`config.mk`:
```
export PLATFORM = sky130hd
export DESIGN_NAME = mber_top
export DESIGN_NICKNAME = d
export VERILOG_FILES = /design/src/mber_pkg.sv /design/src/mber_top.sv /design/src/mber_blink.sv
export VERILOG_INCLUDE_DIRS = /design/src
export SDC_FILE = /design/constraint.sdc
export NUM_CORES = 1
export LEC_CHECK = 0
export ABC_AREA = 1
export BUFFER_PORTS_ARGS = -buffer_cell sky130_fd_sc_hd__clkbuf_2
export CORE_MARGIN = 2
export CORE_UTILIZATION = 46
export CTS_CLUSTER_SIZE = 10
export DETAILED_ROUTE_END_ITERATION = 8
export PLACE_DENSITY = 0.77
export SLEW_MARGIN = 20
export SYNTH_ARGS = -nofsm -noshare
export SYNTH_HDL_FRONTEND = slang
export SYNTH_SLANG_ARGS = --single-unit
```
`constraint.sdc`:
```
create_clock -name i_ref_clk -period 2.2 [get_ports i_ref_clk]
set_input_delay 0 -clock i_ref_clk [delete_from_list [all_inputs] [get_ports i_ref_clk]]
set_output_delay 0 -clock i_ref_clk [all_outputs]
set_load 0.05 [all_outputs]
```
`src/mber_consts.svh`:
```
// constants for the modbus error response framer
`ifndef MBER_CONSTS_SVH
`define MBER_CONSTS_SVH
`define MBER_DLC            4'h8
`define MBER_CODE_NONE      8'h00
`define MBER_CODE_NODE      8'h01
`define MBER_CODE_TIMEOUT   8'h02
`define MBER_CODE_EXCEPT    8'h03
`define MBER_EXC_BIT        8'h80
`define MBER_BYTE_CODE      0
`define MBER_BYTE_NODE      4
`define MBER_BYTE_FUNC      5
`define MBER_BYTE_EXC       6
`define MBER_STD_ID_MAX     29'h00007ff
`define MBER_EXT_ID_MAX     29'h1fffffff
`define MBER_CLK_HZ         20000000
`define MBER_BLINK_MS       100
`define MBER_MS_PER_S       1000
`endif

```
`src/mber_pkg.sv`:
```
// types for the modbus error response framer
package mber_pkg;
  typedef struct packed {
    logic        ext;
    logic [28:0] id;
    logic [3:0]  dlc;
    logic [63:0] data;
  } mber_frame_t;

  typedef struct packed {
    logic [7:0] node;
    logic [7:0] func;
    logic [7:0] code;
  } mber_reply_t;

  typedef struct packed {
    logic       err_en;
    logic       ext;
    logic [28:0] id;
    logic [15:0] timeout;
  } mber_cfg_t;

  typedef struct packed {
    logic       busy;
    logic       can_fail;
    logic [7:0] last_code;
    logic [7:0] fail_count;
  } mber_status_t;
endpackage : mber_pkg

```
`src/mber_top.sv`:
```
// modbus command supervisor and can error frame builder
`timescale 1ns/1ps
`include "mber_consts.svh"
module mber_top
  import mber_pkg::*;
#(
  parameter int unsigned BLINK_CYCLES = (`MBER_CLK_HZ / `MBER_MS_PER_S) * `MBER_BLINK_MS,
  parameter int unsigned TICK_DIV     = `MBER_CLK_HZ / `MBER_MS_PER_S
) (
  input  wire logic         i_ref_clk,
  input  wire logic         i_rst_n,
  input  wire mber_cfg_t    i_cfg,
  input  wire logic         i_cmd_sent,
  input  wire logic [7:0]   i_cmd_node,
  input  wire logic [7:0]   i_cmd_func,
  input  wire logic         i_reply_valid,
  input  wire mber_reply_t  i_reply,
  output logic              o_next_cmd,
  output logic              o_frame_valid,
  input  wire logic         i_frame_ready,
  output mber_frame_t       o_frame,
  input  wire logic         i_can_fail,
  output logic              o_power_indicator,
  input  wire logic         i_status_query_command,
  output logic              o_status_valid,
  output mber_status_t      o_status
);
  // ------------------------------------------------------------
  // configuration snapshot
  // ------------------------------------------------------------
  typedef enum logic [1:0] {ST_LOAD, ST_IDLE, ST_WAIT, ST_SEND} mber_state_t;
  localparam int unsigned DIV_W = $clog2(TICK_DIV);

  mber_state_t  state_ff, nxt_state;
  mber_cfg_t    cfg_ff, nxt_cfg;
  logic [7:0]   node_ff, nxt_node;
  logic [7:0]   func_ff, nxt_func;
  logic [15:0]  tmo_ff, nxt_tmo;
  logic [DIV_W-1:0] div_ff, nxt_div;
  mber_frame_t  frame_ff, nxt_frame;
  logic         next_ff, nxt_next;
  logic [7:0]   code_ff, nxt_code;
  logic [7:0]   fcnt_ff, nxt_fcnt;
  logic         stv_ff, nxt_stv;
  mber_status_t nxt_status;
  logic         tick;
  logic [28:0]  id_lim;

  // ms tick from the divider; the timeout counts whole ticks, so the
  // real wait lies between timeout and timeout+1 ms
  assign tick = (div_ff == DIV_W'(TICK_DIV - 1)); // 1 ms enable at 20 MHz

  // clamp the identifier to the chosen frame format
  // an over-range id is clamped rather than refused, so a bad setting
  // still yields a frame on a legal identifier
  always_comb begin
    id_lim = cfg_ff.id;
    if (!cfg_ff.ext && (cfg_ff.id > `MBER_STD_ID_MAX)) begin
      id_lim = `MBER_STD_ID_MAX;
    end else if (cfg_ff.id > `MBER_EXT_ID_MAX) begin
      id_lim = `MBER_EXT_ID_MAX;
    end
  end

  // ------------------------------------------------------------
  // supervision state machine
  // ------------------------------------------------------------
  // settings are captured once after reset so edits at run time
  // cannot disturb a command that is in flight
  always_comb begin
    nxt_state = state_ff;
    nxt_cfg   = cfg_ff;
    nxt_node  = node_ff;
    nxt_func  = func_ff;
    nxt_tmo   = tmo_ff;
    nxt_div   = tick ? '0 : div_ff + 1'b1;
    nxt_frame = frame_ff;
    nxt_next  = 1'b0;
    nxt_code  = code_ff;
    nxt_fcnt  = fcnt_ff;
    case (state_ff)
      ST_LOAD: begin
        // single snapshot; later edits wait for the next restart
        nxt_cfg   = i_cfg;
        nxt_state = ST_IDLE;
      end
      ST_IDLE: begin
        // node and function are captured with the strobe only
        if (i_cmd_sent) begin
          nxt_node  = i_cmd_node;
          nxt_func  = i_cmd_func;
          nxt_tmo   = '0;
          nxt_state = ST_WAIT;
        end
      end
      ST_WAIT: begin
        // reserved bytes stay zero, exception bytes default zero
        nxt_frame.ext  = cfg_ff.ext;
        nxt_frame.id   = id_lim;
        nxt_frame.dlc  = `MBER_DLC;
        nxt_frame.data = '0;
        if (i_reply_valid) begin
          if (i_reply.node != node_ff) begin
            nxt_code  = `MBER_CODE_NODE;
          end else if (i_reply.func == (func_ff | `MBER_EXC_BIT)) begin
            // only an echo of our own function with the top bit set counts;
            // any other reply from the right node is a normal answer
            nxt_code  = `MBER_CODE_EXCEPT;
            nxt_frame.data[8*`MBER_BYTE_NODE +: 8] = i_reply.node;
            nxt_frame.data[8*`MBER_BYTE_FUNC +: 8] = i_reply.func;
            nxt_frame.data[8*`MBER_BYTE_EXC +: 8]  = i_reply.code;
          end else begin
            nxt_code  = `MBER_CODE_NONE;
          end
          nxt_frame.data[8*`MBER_BYTE_CODE +: 8] = nxt_code;
          if (cfg_ff.err_en && nxt_code != `MBER_CODE_NONE) begin
            nxt_fcnt  = fcnt_ff + 1'b1;
            nxt_state = ST_SEND;
          end else begin
            nxt_next  = 1'b1;
            nxt_state = ST_IDLE;
          end
        end else if (tick) begin
          // timeouts are counted even with reporting off, so a status
          // query still shows that the slave went quiet
          if (tmo_ff >= cfg_ff.timeout) begin
            nxt_code = `MBER_CODE_TIMEOUT;
            nxt_frame.data[8*`MBER_BYTE_CODE +: 8] = `MBER_CODE_TIMEOUT;
            nxt_fcnt = fcnt_ff + 1'b1;
            if (cfg_ff.err_en) begin
              nxt_state = ST_SEND;
            end else begin
              nxt_next  = 1'b1;
              nxt_state = ST_IDLE;
            end
          end else begin
            nxt_tmo = tmo_ff + 1'b1;
          end
        end
      end
      ST_SEND: begin
        // the frame stays offered until taken, so one frame per failure
        if (i_frame_ready) begin
          nxt_next  = 1'b1;
          nxt_state = ST_IDLE;
        end
      end
      default: nxt_state = ST_LOAD;
    endcase
  end

  // registers only; every next value comes from the block above
  always_ff @(posedge i_ref_clk or negedge i_rst_n) begin
    if (!i_rst_n) begin
      state_ff <= ST_LOAD;
      cfg_ff   <= '0;
      node_ff  <= '0;
      func_ff  <= '0;
      tmo_ff   <= '0;
      div_ff   <= '0;
      frame_ff <= '0;
      next_ff  <= 1'b0;
      code_ff  <= `MBER_CODE_NONE;
      fcnt_ff  <= '0;
    end else begin
      state_ff <= nxt_state;
      cfg_ff   <= nxt_cfg;
      node_ff  <= nxt_node;
      func_ff  <= nxt_func;
      tmo_ff   <= nxt_tmo;
      div_ff   <= nxt_div;
      frame_ff <= nxt_frame;
      next_ff  <= nxt_next;
      code_ff  <= nxt_code;
      fcnt_ff  <= nxt_fcnt;
    end
  end

  // ------------------------------------------------------------
  // status query answer
  // ------------------------------------------------------------
  // the snapshot is refreshed every cycle, so the answer to a query
  // reflects the cycle in which the query arrived
  always_comb begin
    nxt_stv               = i_status_query_command;
    nxt_status            = '0;
    nxt_status.busy       = (state_ff != ST_IDLE);
    nxt_status.can_fail   = i_can_fail;
    nxt_status.last_code  = code_ff;
    nxt_status.fail_count = fcnt_ff;
  end

  always_ff @(posedge i_ref_clk or negedge i_rst_n) begin
    if (!i_rst_n) begin
      stv_ff   <= 1'b0;
      o_status <= '0;
    end else begin
      stv_ff   <= nxt_stv;
      o_status <= nxt_status;
    end
  end

  // ------------------------------------------------------------
  // outputs
  // ------------------------------------------------------------
  // frame valid is decoded from the state so it falls in the cycle
  // after the handshake; the frame itself comes from a register
  assign o_status_valid = stv_ff;
  assign o_frame_valid  = (state_ff == ST_SEND);
  assign o_frame        = frame_ff;
  assign o_next_cmd     = next_ff;

  // ------------------------------------------------------------
  // power indicator
  // ------------------------------------------------------------
  // the period is a parameter so a bench can shorten it
  mber_blink #(
    .CYCLES (BLINK_CYCLES)
  ) mber_blink_inst (
    .i_ref_clk         (i_ref_clk),
    .i_rst_n           (i_rst_n),
    .i_can_fail        (i_can_fail),
    .o_power_indicator (o_power_indicator)
  );
endmodule : mber_top

```
`src/mber_blink.sv`:
```
// power indicator blinker, toggles each 100ms while can is stuck
`timescale 1ns/1ps
`include "mber_consts.svh"
module mber_blink
  import mber_pkg::*;
#(
  parameter int unsigned CYCLES = (`MBER_CLK_HZ / `MBER_MS_PER_S) * `MBER_BLINK_MS
) (
  input  wire logic i_ref_clk,
  input  wire logic i_rst_n,
  input  wire logic i_can_fail,
  output logic      o_power_indicator
);
  localparam int unsigned CW = $clog2(CYCLES + 1);
  logic [CW-1:0] cnt_ff;
  logic [CW-1:0] nxt_cnt;
  logic          led_ff;
  logic          nxt_led;

  // steady on when healthy; one toggle per period when stuck
  always_comb begin
    nxt_cnt = cnt_ff;
    nxt_led = led_ff;
    if (!i_can_fail) begin
      nxt_cnt = '0;
      nxt_led = 1'b1;
    end else if (cnt_ff == CW'(CYCLES - 1)) begin
      nxt_cnt = '0;
      nxt_led = ~led_ff;
    end else begin
      nxt_cnt = cnt_ff + 1'b1;
    end
  end

  always_ff @(posedge i_ref_clk or negedge i_rst_n) begin
    if (!i_rst_n) begin
      cnt_ff <= '0;
      led_ff <= 1'b1;
    end else begin
      cnt_ff <= nxt_cnt;
      led_ff <= nxt_led;
    end
  end

  assign o_power_indicator = led_ff;
endmodule : mber_blink

```
# [After elaboration in Yosys (flattened, before gate mapping)]
# Index checks and enable logic that the tools add are counted.
[classes] n_addsub=4 n_mul=0 n_div=0 n_lt_le_gt_ge=3 n_eq_ne=17 shifts=0 muxes=44 bitwise=1 reduce_logical=13
[op_table] operator="$mux W8" count=10
[op_table] operator="$mux W24" count=3
[op_table] operator="$mux W16" count=4
[op_table] operator="$mux W29" count=2
[op_table] operator="$mux W21" count=2
[op_table] operator="$pmux W16 S2" count=1
[op_table] operator="$gt A29 B11 Y1 const B" count=1
[op_table] operator="$gt A29 B29 Y1 const B" count=1
[op_table] operator="$mux W2" count=11
[op_table] operator="$add A21 B1 Y21 const B" count=1
[op_table] operator="$eq A21 B21 Y1 const B" count=1
[op_table] operator="$add A16 B1 Y16 const B" count=1
[op_table] operator="$ge A16 B16 Y1" count=1
[op_table] operator="$add A15 B1 Y15 const B" count=1
[op_table] operator="$eq A15 B15 Y1 const B" count=1
[op_table] operator="$mux W15" count=1
[op_table] operator="$add A8 B1 Y8 const B" count=1
[op_table] operator="$eq A8 B8 Y1" count=1
[op_table] operator="$mux W1" count=8
[op_table] operator="$ne A2 B1 Y1 const B" count=4
[op_table] operator="$ne A2 B2 Y1 const B" count=4
[op_table] operator="$ne A8 B8 Y1" count=1
[op_table] operator="$pmux W2 S4" count=1
[op_table] operator="$reduce_and A4 Y1" count=2
[op_table] operator="other kinds (13)" count=18
[totals] ff_bits=216 latch_bits=0 ram_bits=0 rom_bits=0 inputBits=94 out_inout_bits=120 wordCells=105 n_memories=0

# [Longest topological paths before layout]
# Gate-level depths: netlist of run 1.
[depth] depth_word=10 depth_mapped=16 ltp_nobuf=16

# [Hierarchy]
# From an unflattened synthesis of run 1, not the netlist that was laid out.
[hier_totals] hier_cells=1168 hier_area_um2=9743.1
[by_module_without_submodules] module="mber_top" n_inst=1 cells_per_inst=992 area_per_inst_um2=8440.6 seq_area_each_um2=4404.2
[by_module_without_submodules] module="mber_blink" n_inst=1 cells_per_inst=176 area_per_inst_um2=1302.5 seq_area_each_um2=551.8

# [Worst setup path before layout of run 1]
# Ideal clock, no wire load.
[synth_path] path_type="reg2reg" start="register div_ff[0]" end="register tmo_ff[12]" setup_time_ns=0.117 arrival_time_ns=1.758 t_required_ns=2.083 setup_slack_ns=0.325 stages_incl_launch_ff=12 period_less_slack_ns=1.875 path_cell_list="dfrtp_1 > ha_1 > nand2_2 > nor2_4 > nand2_4 > nor3_4 > nand2_2 > o21ai_4 > nand2_4 > buf_6 > nand2_1 > nand2_1"
[synth_between] elab_chain_len=3
[synth_lines] item="start: declaration" line="mber_top.sv:39" source="logic [DIV_W-1:0] div_ff, nxt_div;"
[synth_lines] item="start signal: assignment" line="mber_top.sv:171" source="div_ff <= nxt_div;"
[synth_lines] item="$eq A15 B15 Y1" line="mber_top.sv:51" source="assign tick = (div_ff == DIV_W'(TICK_DIV - 1));"
[synth_lines] item="$ne A2 B2 Y1 (no source line)"
[synth_lines] item="$reduce_and A5 Y1 (no source line)"
[synth_lines] item="end signal: assignment" line="mber_top.sv:170" source="tmo_ff <= nxt_tmo;"
[synth_lines] item="end: declaration" line="mber_top.sv:38" source="logic [15:0] tmo_ff, nxt_tmo;"
# Every way passes these cells.
# A chain may end at the register's enable or synchronous reset.

# [Final worst setup path of run 1]
[layout_path] start="register tmo_ff[13]" end="register tmo_ff[0]"
[layout_between] elab_chain_len=3
[layout_lines] item="$ge A16 B16 Y1" line="mber_top.sv:126" source="if (tmo_ff >= cfg_ff.timeout) begin"
[layout_lines] item="$ne A2 B2 Y1 (no source line)"
[layout_lines] item="$reduce_and A5 Y1 (no source line)"
# Every way passes these cells.

==> results_dict.tcl, run 1 <==
set metrics [dict create \
    grt_pass1_wl_um 37600 \
    area_growth_pct 27.9 \
    gr-usage-all-layers 0.212 \
    cts_max_level 4 \
    required_ns 2.57 \
    fp.dieH_um 148 \
    cts_root_buf "clkbuf_16" \
    critical_path_buf_inv_count 1 \
    cts.clk_slew.worst_paths_ns 0.08 \
    start_util 0.469 \
    cp.depth 9 \
    synth-warning-count 0 \
    tightestPinTransition_ns 0.519 \
    drt_iter0_markers 361 \
    diodes 0 \
    postCtsSetupRepairBufs 0 \
    rsz0062_at_grt "true" \
    p_per_area_mw_per_mm2 1140 \
    critPathSlowestCell "dfrtp_1" \
    min-delay-path-class "in2async" \
    place_congestion 0.867 \
    cts_buffer_depth 2 \
    cp_max_fo 10 \
    setup.worst_path.start "tmo_ff[13]" \
    finClkSkew_ns 0.0142 \
    seqCellArea_mm2 0.00496 \
    postPlaceCellArea_mm2 0.0106 \
    grt-ovfl-total 0 \
    numClockSinks 198 \
    period_share 0.919 \
    dpl.hpwl_um 15000 \
    viasPerCell 4.81 \
    antenna_found_initial 0 \
    max_slew_margin 0.654 \
    syn_avg_cell_area_um2 8.42 \
    cts_tree "built" \
    crit-reg2reg-launch "tmo_ff[13]" \
    power_leakage_uw 0.00631 \
    core_region_area_mm2 0.0202 \
    multiInputGateArea_mm2 0.00369 \
    synth_edf_count 0 \
    final_layout_size_suffix_gt1_frac 0.178 \
    setup_viol 0 \
    routed_wl_um 22400 \
    period_minus_slack_ns 2.02 \
    synth_flop_cell "dfrtp_1" \
    status "complete, no violations" \
    hold_viol 0 \
    peakVddDrop_mv 0.641 \
    syn-cell-area_mm2 0.00948 \
    rr_worst_depth 9 \
    drt-pass1-iter-count 5 \
    cp-end-kind "flip-flop" \
    syn_inst 1126 \
    detail-route-antenna-nets 0 \
    nNetsFinal 1503 \
    timing.fmax_mhz 495 \
    critPathKind "reg2reg" \
    vias 8026 \
    slew_violations 0 \
    ios 214 \
    clkLatencyLatePin_ns 0.44 \
    crit_path_start_kind "flip-flop" \
    seq_area_frac_synth 0.523 \
    tns_ns 0 \
    wl_per_cell_um 13.5 \
    critPathMaxStageDelay_ns 0.45 \
    port_buffers 165 \
    maxCapViolCount 0 \
    path_delay_family "simple AND/OR/NAND/NOR gates" \
    die_area_mm2 0.0218 \
    cts_buffers 17 \
    die_width_um 148 \
    drc 0 \
    worst_r2r_endpoint "tmo_ff[0]" \
    n_fill_cell 1684 \
    cp.arrival_ns 2.39 \
    path_cells "ha_1 -> a21oi_1 -> o21ai_0 -> nor2_2 -> nand2_1 -> o21ai_4 -> buf_4 -> nand3_1 -> nand2_1" \
    r2r_slack_ns 0.18 \
    critPathMostFrequentCell "nand2_1" \
    async_reset_ff_frac 1.00 \
    endpoint "tmo_ff[0]" \
    final_area_mm2 0.0121 \
    synth_seq_cells 198 \
    grt_start_max_net_pins 57 \
    row_count 52 \
    grt_pass1_vias 8080 \
    synth.distinct_cells 39 \
]
==> registers in the layout (all words and copies together) (netlist names) <==
register / count
fcnt_ff: 8
tmo_ff: 16
o_next_cmd: 1
code_ff: 2
cfg_ff: 47
o_frame: 57
mber_blink_inst.cnt_ff: 21
div_ff: 15
mber_blink_inst.o_power_indicator: 1
func_ff: 7
o_status: 12
o_status_valid: 1
node_ff: 8
state_ff: 2
==> metrics by stage <==
step                      std cells  utilization  worst slack (ns)  hold WS [ns]  total power (µW)
after floorplan                1172            -             0.325        -0.296              9050
after detailed placement       1546        0.521            0.0971        0.0105             10400
final                          1668        0.599             0.179        0.0802             13900
after global routing           1668        0.599          -0.00276         0.130             14800
after global placement         1546        0.521             0.200       0.00702             10200
after CTS                      1668        0.598            0.0844         0.102             13900
==> synth_stat cells (3+ instances only) <==
library cell	n	share of area
a21oi_1	28	0.015
a31oi_1	13	0.0086
buf_1	4	0.0016
buf_4	47	0.037
clkbuf_1	28	0.011
dfrtp_1	197	0.52
ha_1	24	0.032
inv_1	135	0.053
inv_2	5	0.0020
mux2_2	9	0.011
nand2_1	297	0.12
nand3_1	61	0.032
nand4_1	11	0.0073
nor2_1	103	0.041
nor3_1	20	0.011
nor3b_1	3	0.0024
nor4_1	5	0.0033
o21ai_0	73	0.039
o21ai_1	9	0.0048
xnor2_1	10	0.0092
xor2_1	20	0.018
==> layout make-up <==
class	instances	share of cell area
Tap cell	270	0.0279
Clock inverter	14	0.0179
Timing Repair Buffer	276	0.161
Clock buffer	18	0.0362
Sequential cell	198	0.409
Inverter	140	0.0433
Multi-Input combinational cell	752	0.304
==> layout by cell type (no fill, tap or decap), drive strengths merged, types with 20 or more instances in the layout <==
cell / instances
a21oi: 28
buf: 21
clkbuf: 183
conb: 47
dfrtp: 197
dlygate4sd3: 90
ha: 24
inv: 143
nand2: 301
nand3: 62
nor2: 104
nor3: 22
o21ai: 83
xor2: 20
==> power by group <==
group | internal (µW) | switching (µW) | total (µW)
Combinational | 1480 | 3730 | 5210
Sequential | 4700 | 582 | 5280
Clock | 1880 | 1500 | 3380
==> how the worst min path moves through the flow <==
| stage | end | depth (start not counted) | startpoint | slack, ns |
|---|---|---|---|---|
| final | mber_blink_inst.cnt_ff[8] | 2 | i_rst_n | 0.08 |
| after global routing | cfg_ff[25] | 2 | i_rst_n | 0.13 |
| after CTS | cfg_ff[25] | 2 | i_rst_n | 0.10 |
| after detailed placement | mber_blink_inst.cnt_ff[9] | 1 | i_rst_n | 0.01 |
| after global placement | mber_blink_inst.cnt_ff[9] | 1 | i_rst_n | 0.007 |
| after floorplan | cfg_ff[0] | 0 | i_rst_n | -0.30 |
==> logic make-up after synthesis <==
kind of cell,share of synthesized area
AND/OR/NAND/NOR,0.226
flip-flops,0.523
XOR/XNOR,0.0277
adder cells (fa/ha/maj),0.0317
other,0.000396
buffers and inverters,0.108
AO/OA/AOI/OAI,0.0723
multiplexers,0.0107
==> what timing repair did <==
action,in CTS,in global routing
endpoints found under the setup margin,0,26
hold endpoints to repair,293,0
resized for setup,0,4
hold buffers,90,0
==> per-layer routing <==
layer	vias up	track usage	share of wire	wire (µm)
li1	3976	-	-	-
met1	3765	0.266	0.42	9480
met2	243	0.357	0.49	11000
met3	42	0.0549	0.064	1430
met4	0	0.0740	0.023	508
met5	-	0	0	0
(Power assumes the default switching activity.)
==> run 2, diff against run 1 <==
--- a/config.mk
+++ b/config.mk
@@ -7,12 +7,12 @@
 export NUM_CORES = 1
 export LEC_CHECK = 0
 export ABC_AREA = 1
-export BUFFER_PORTS_ARGS = -buffer_cell sky130_fd_sc_hd__clkbuf_2
+export BUFFER_PORTS_ARGS = -buffer_cell sky130_fd_sc_hd__buf_2
 export CORE_MARGIN = 2
-export CORE_UTILIZATION = 46
+export CORE_UTILIZATION = 59
 export CTS_CLUSTER_SIZE = 10
 export DETAILED_ROUTE_END_ITERATION = 8
-export PLACE_DENSITY = 0.77
+export PLACE_DENSITY = 0.93
 export SLEW_MARGIN = 20
 export SYNTH_ARGS = -nofsm -noshare
 export SYNTH_HDL_FRONTEND = slang
==> constraint.sdc (replaced) <==
create_clock -name i_ref_clk -period 2.6 [get_ports i_ref_clk]
set_input_delay 0 -clock i_ref_clk [delete_from_list [all_inputs] [get_ports i_ref_clk]]
set_output_delay 0 -clock i_ref_clk [all_outputs]
set_load 0.05 [all_outputs]
==> run 2 against run 1 <==
Against the previous run:
- wire length increased by 25%
- non-clock buffer count is 10 lower
- worst setup slack better by 0.13 ns
- total power fell by 15%
- fmax fell by 12%
- design area fell by 2.2%
- flip-flop and latch count is the same
- worst hold slack better by 0.0066 ns
- count of clock-buffer cells in the layout unchanged
- register-to-register slack improved by 0.13 ns
- utilization rose by 15 points
- largest power group is now combinational logic
- first-iteration DRC count is 130% higher
==> results_dict.tcl, run 2 (synthesized netlist as in run 1, its figures left out) <==
set metrics [dict create \
    status "complete, no violations" \
    min-delay-path-class "in2reg" \
    grt_pass1_wl_um 44100 \
    cts_tree "built" \
    largest_reg_flops 57 \
    detail-route-antenna-nets 0 \
    nNetsFinal 1493 \
    drc 0 \
    required_ns 2.97 \
    cts_root_buf "clkbuf_16" \
    worst_r2r_endpoint "tmo_ff[0]" \
    cts_max_level 4 \
    routed_wl_um 28000 \
    place_congestion 0.915 \
    cp.arrival_ns 2.65 \
    critical_path_buf_inv_count 2 \
    area_growth_pct 25.0 \
    grt-ovfl-total 0 \
    finClkSkew_ns 0.0126 \
    antenna_found_initial 0 \
    cts_buffer_depth 2 \
    critPathMostFrequentCell "nand2_1" \
    p_per_area_mw_per_mm2 995 \
    slew_violations 0 \
    drt_iter0_markers 842 \
    die_area_mm2 0.0171 \
    max_slew_margin 0.546 \
    path_cells "ha_1 -> nand2_1 -> inv_1 -> o21bai_1 -> a21oi_1 -> nor2_1 -> nand2_1 -> o21ai_4 -> buf_4 -> nand3_1 -> nand2_1" \
    die_width_um 131 \
    ios 214 \
    final_util 0.752 \
    row_count 46 \
    postCtsSetupRepairBufs 0 \
    start_util 0.601 \
    cp-end-kind "flip-flop" \
    tightestPinTransition_ns 0.682 \
    cp_max_fo 9 \
    period_minus_slack_ns 2.29 \
    critPathKind "reg2reg" \
    clkLatencyLatePin_ns 0.44 \
    crit_path_start_kind "flip-flop" \
    core_region_area_mm2 0.0158 \
    critPathMaxStageDelay_ns 0.46 \
    holdPathStages 5 \
    peakVddDrop_mv 0.651 \
    crit-reg2reg-launch "tmo_ff[9]" \
    gr-usage-all-layers 0.335 \
    hold_viol 0 \
    fp.dieH_um 131 \
    viasPerCell 5.52 \
    hold_end "o_next_cmd" \
    rr_worst_depth 11 \
    cts_buffers 17 \
    rsz0062_at_grt "false" \
    cts.clk_slew.worst_paths_ns 0.08 \
    vias 8851 \
    port_buffers 165 \
    tns_ns 0 \
    final_layout_size_suffix_gt1_frac 0.171 \
    setup_viol 0 \
    dpl.hpwl_um 15000 \
    critPathSlowestCell "dfrtp_1" \
    final_common_cell "nand2_1" \
    path_delay_family "simple AND/OR/NAND/NOR gates" \
    timing.fmax_mhz 437 \
    final_cell_mix "nand2_1, dfrtp_1, buf_2" \
    period_share 0.879 \
    grt_start_max_net_pins 78 \
    wl_per_cell_um 17.5 \
    diodes 0 \
    hold_start "i_reply_valid" \
    numClockSinks 198 \
    grt_pass1_vias 8964 \
    power_leakage_uw 0.00623 \
    maxCapViolCount 0 \
    r2r_slack_ns 0.31 \
    drt-pass1-iter-count 6 \
]
## run 2: cell count changes in the layout (fill, tap and decap cells not counted), moves of 3 or more
cell,before,now
clkbuf_2,164,0
buf_4,16,10
buf_2,0,164
clkinv_2,0,4
buf_12,5,2
## run 2: how the worst max path moves through the flow
stage,from,slack [ns],cells past startpoint,end
floorplan,div_ff[0],0.73,11,tmo_ff[12]
global placement,tmo_ff[9],0.51,11,tmo_ff[15]
detailed placement,tmo_ff[13],0.45,9,tmo_ff[3]
CTS,tmo_ff[13],0.43,9,tmo_ff[3]
global route,tmo_ff[13],0.12,9,tmo_ff[6]
finish,tmo_ff[9],0.31,11,tmo_ff[0]
## run 2: what timing repair did
action,4_1_cts,5_1_grt
hold endpoints to repair,170,0
hold buffers,89,0
resized for setup,0,0
## run 2: metrics by stage
stage | std cells | hold slack [ns] | area, µm² | total power, µW | setup slack, ns
after floorplan | 1172 | -0.296 | 9650 | 7660 | 0.725
after global placement | 1483 | 0.0570 | 10400 | 8500 | 0.507
after detailed placement | 1483 | 0.0637 | 10400 | 8710 | 0.451
after CTS | 1604 | 0.0115 | 11900 | 11400 | 0.431
after global routing | 1604 | 0.0866 | 11900 | 12300 | 0.117
final | 1604 | 0.0868 | 11900 | 11800 | 0.313
## run 2: per-layer routing
metal	wire length (µm)	part of all wire	GRT usage
met5	0	0	0
met2	13900	0.49	0.577
met3	2360	0.084	0.0855
met1	10100	0.36	0.381
met4	1760	0.063	0.191
## run 2: tightest hold or removal path, stage by stage
cell and delay, ns:
buf_2 0.14, inv_1 0.08, nand2_1 0.08, nand3_1 0.09, nand2_1 0.08
## run 2: layout make-up
type / instances / area [µm²]
inverters: 140 / 526
repair buffers: 266 / 1840
flip-flops and latches: 198 / 4960
multi-input cells: 752 / 3680
clock inverters: 14 / 148
fillers: 956 / 3920
clock buffers: 18 / 439
well taps: 216 / 270
## run 2: power by group
part	total, µW	switching (µW)	internal (µW)
sequential	4540	567	3970
clock	2650	1270	1380
combinational	4600	3390	1210
total	11800	5230	6560
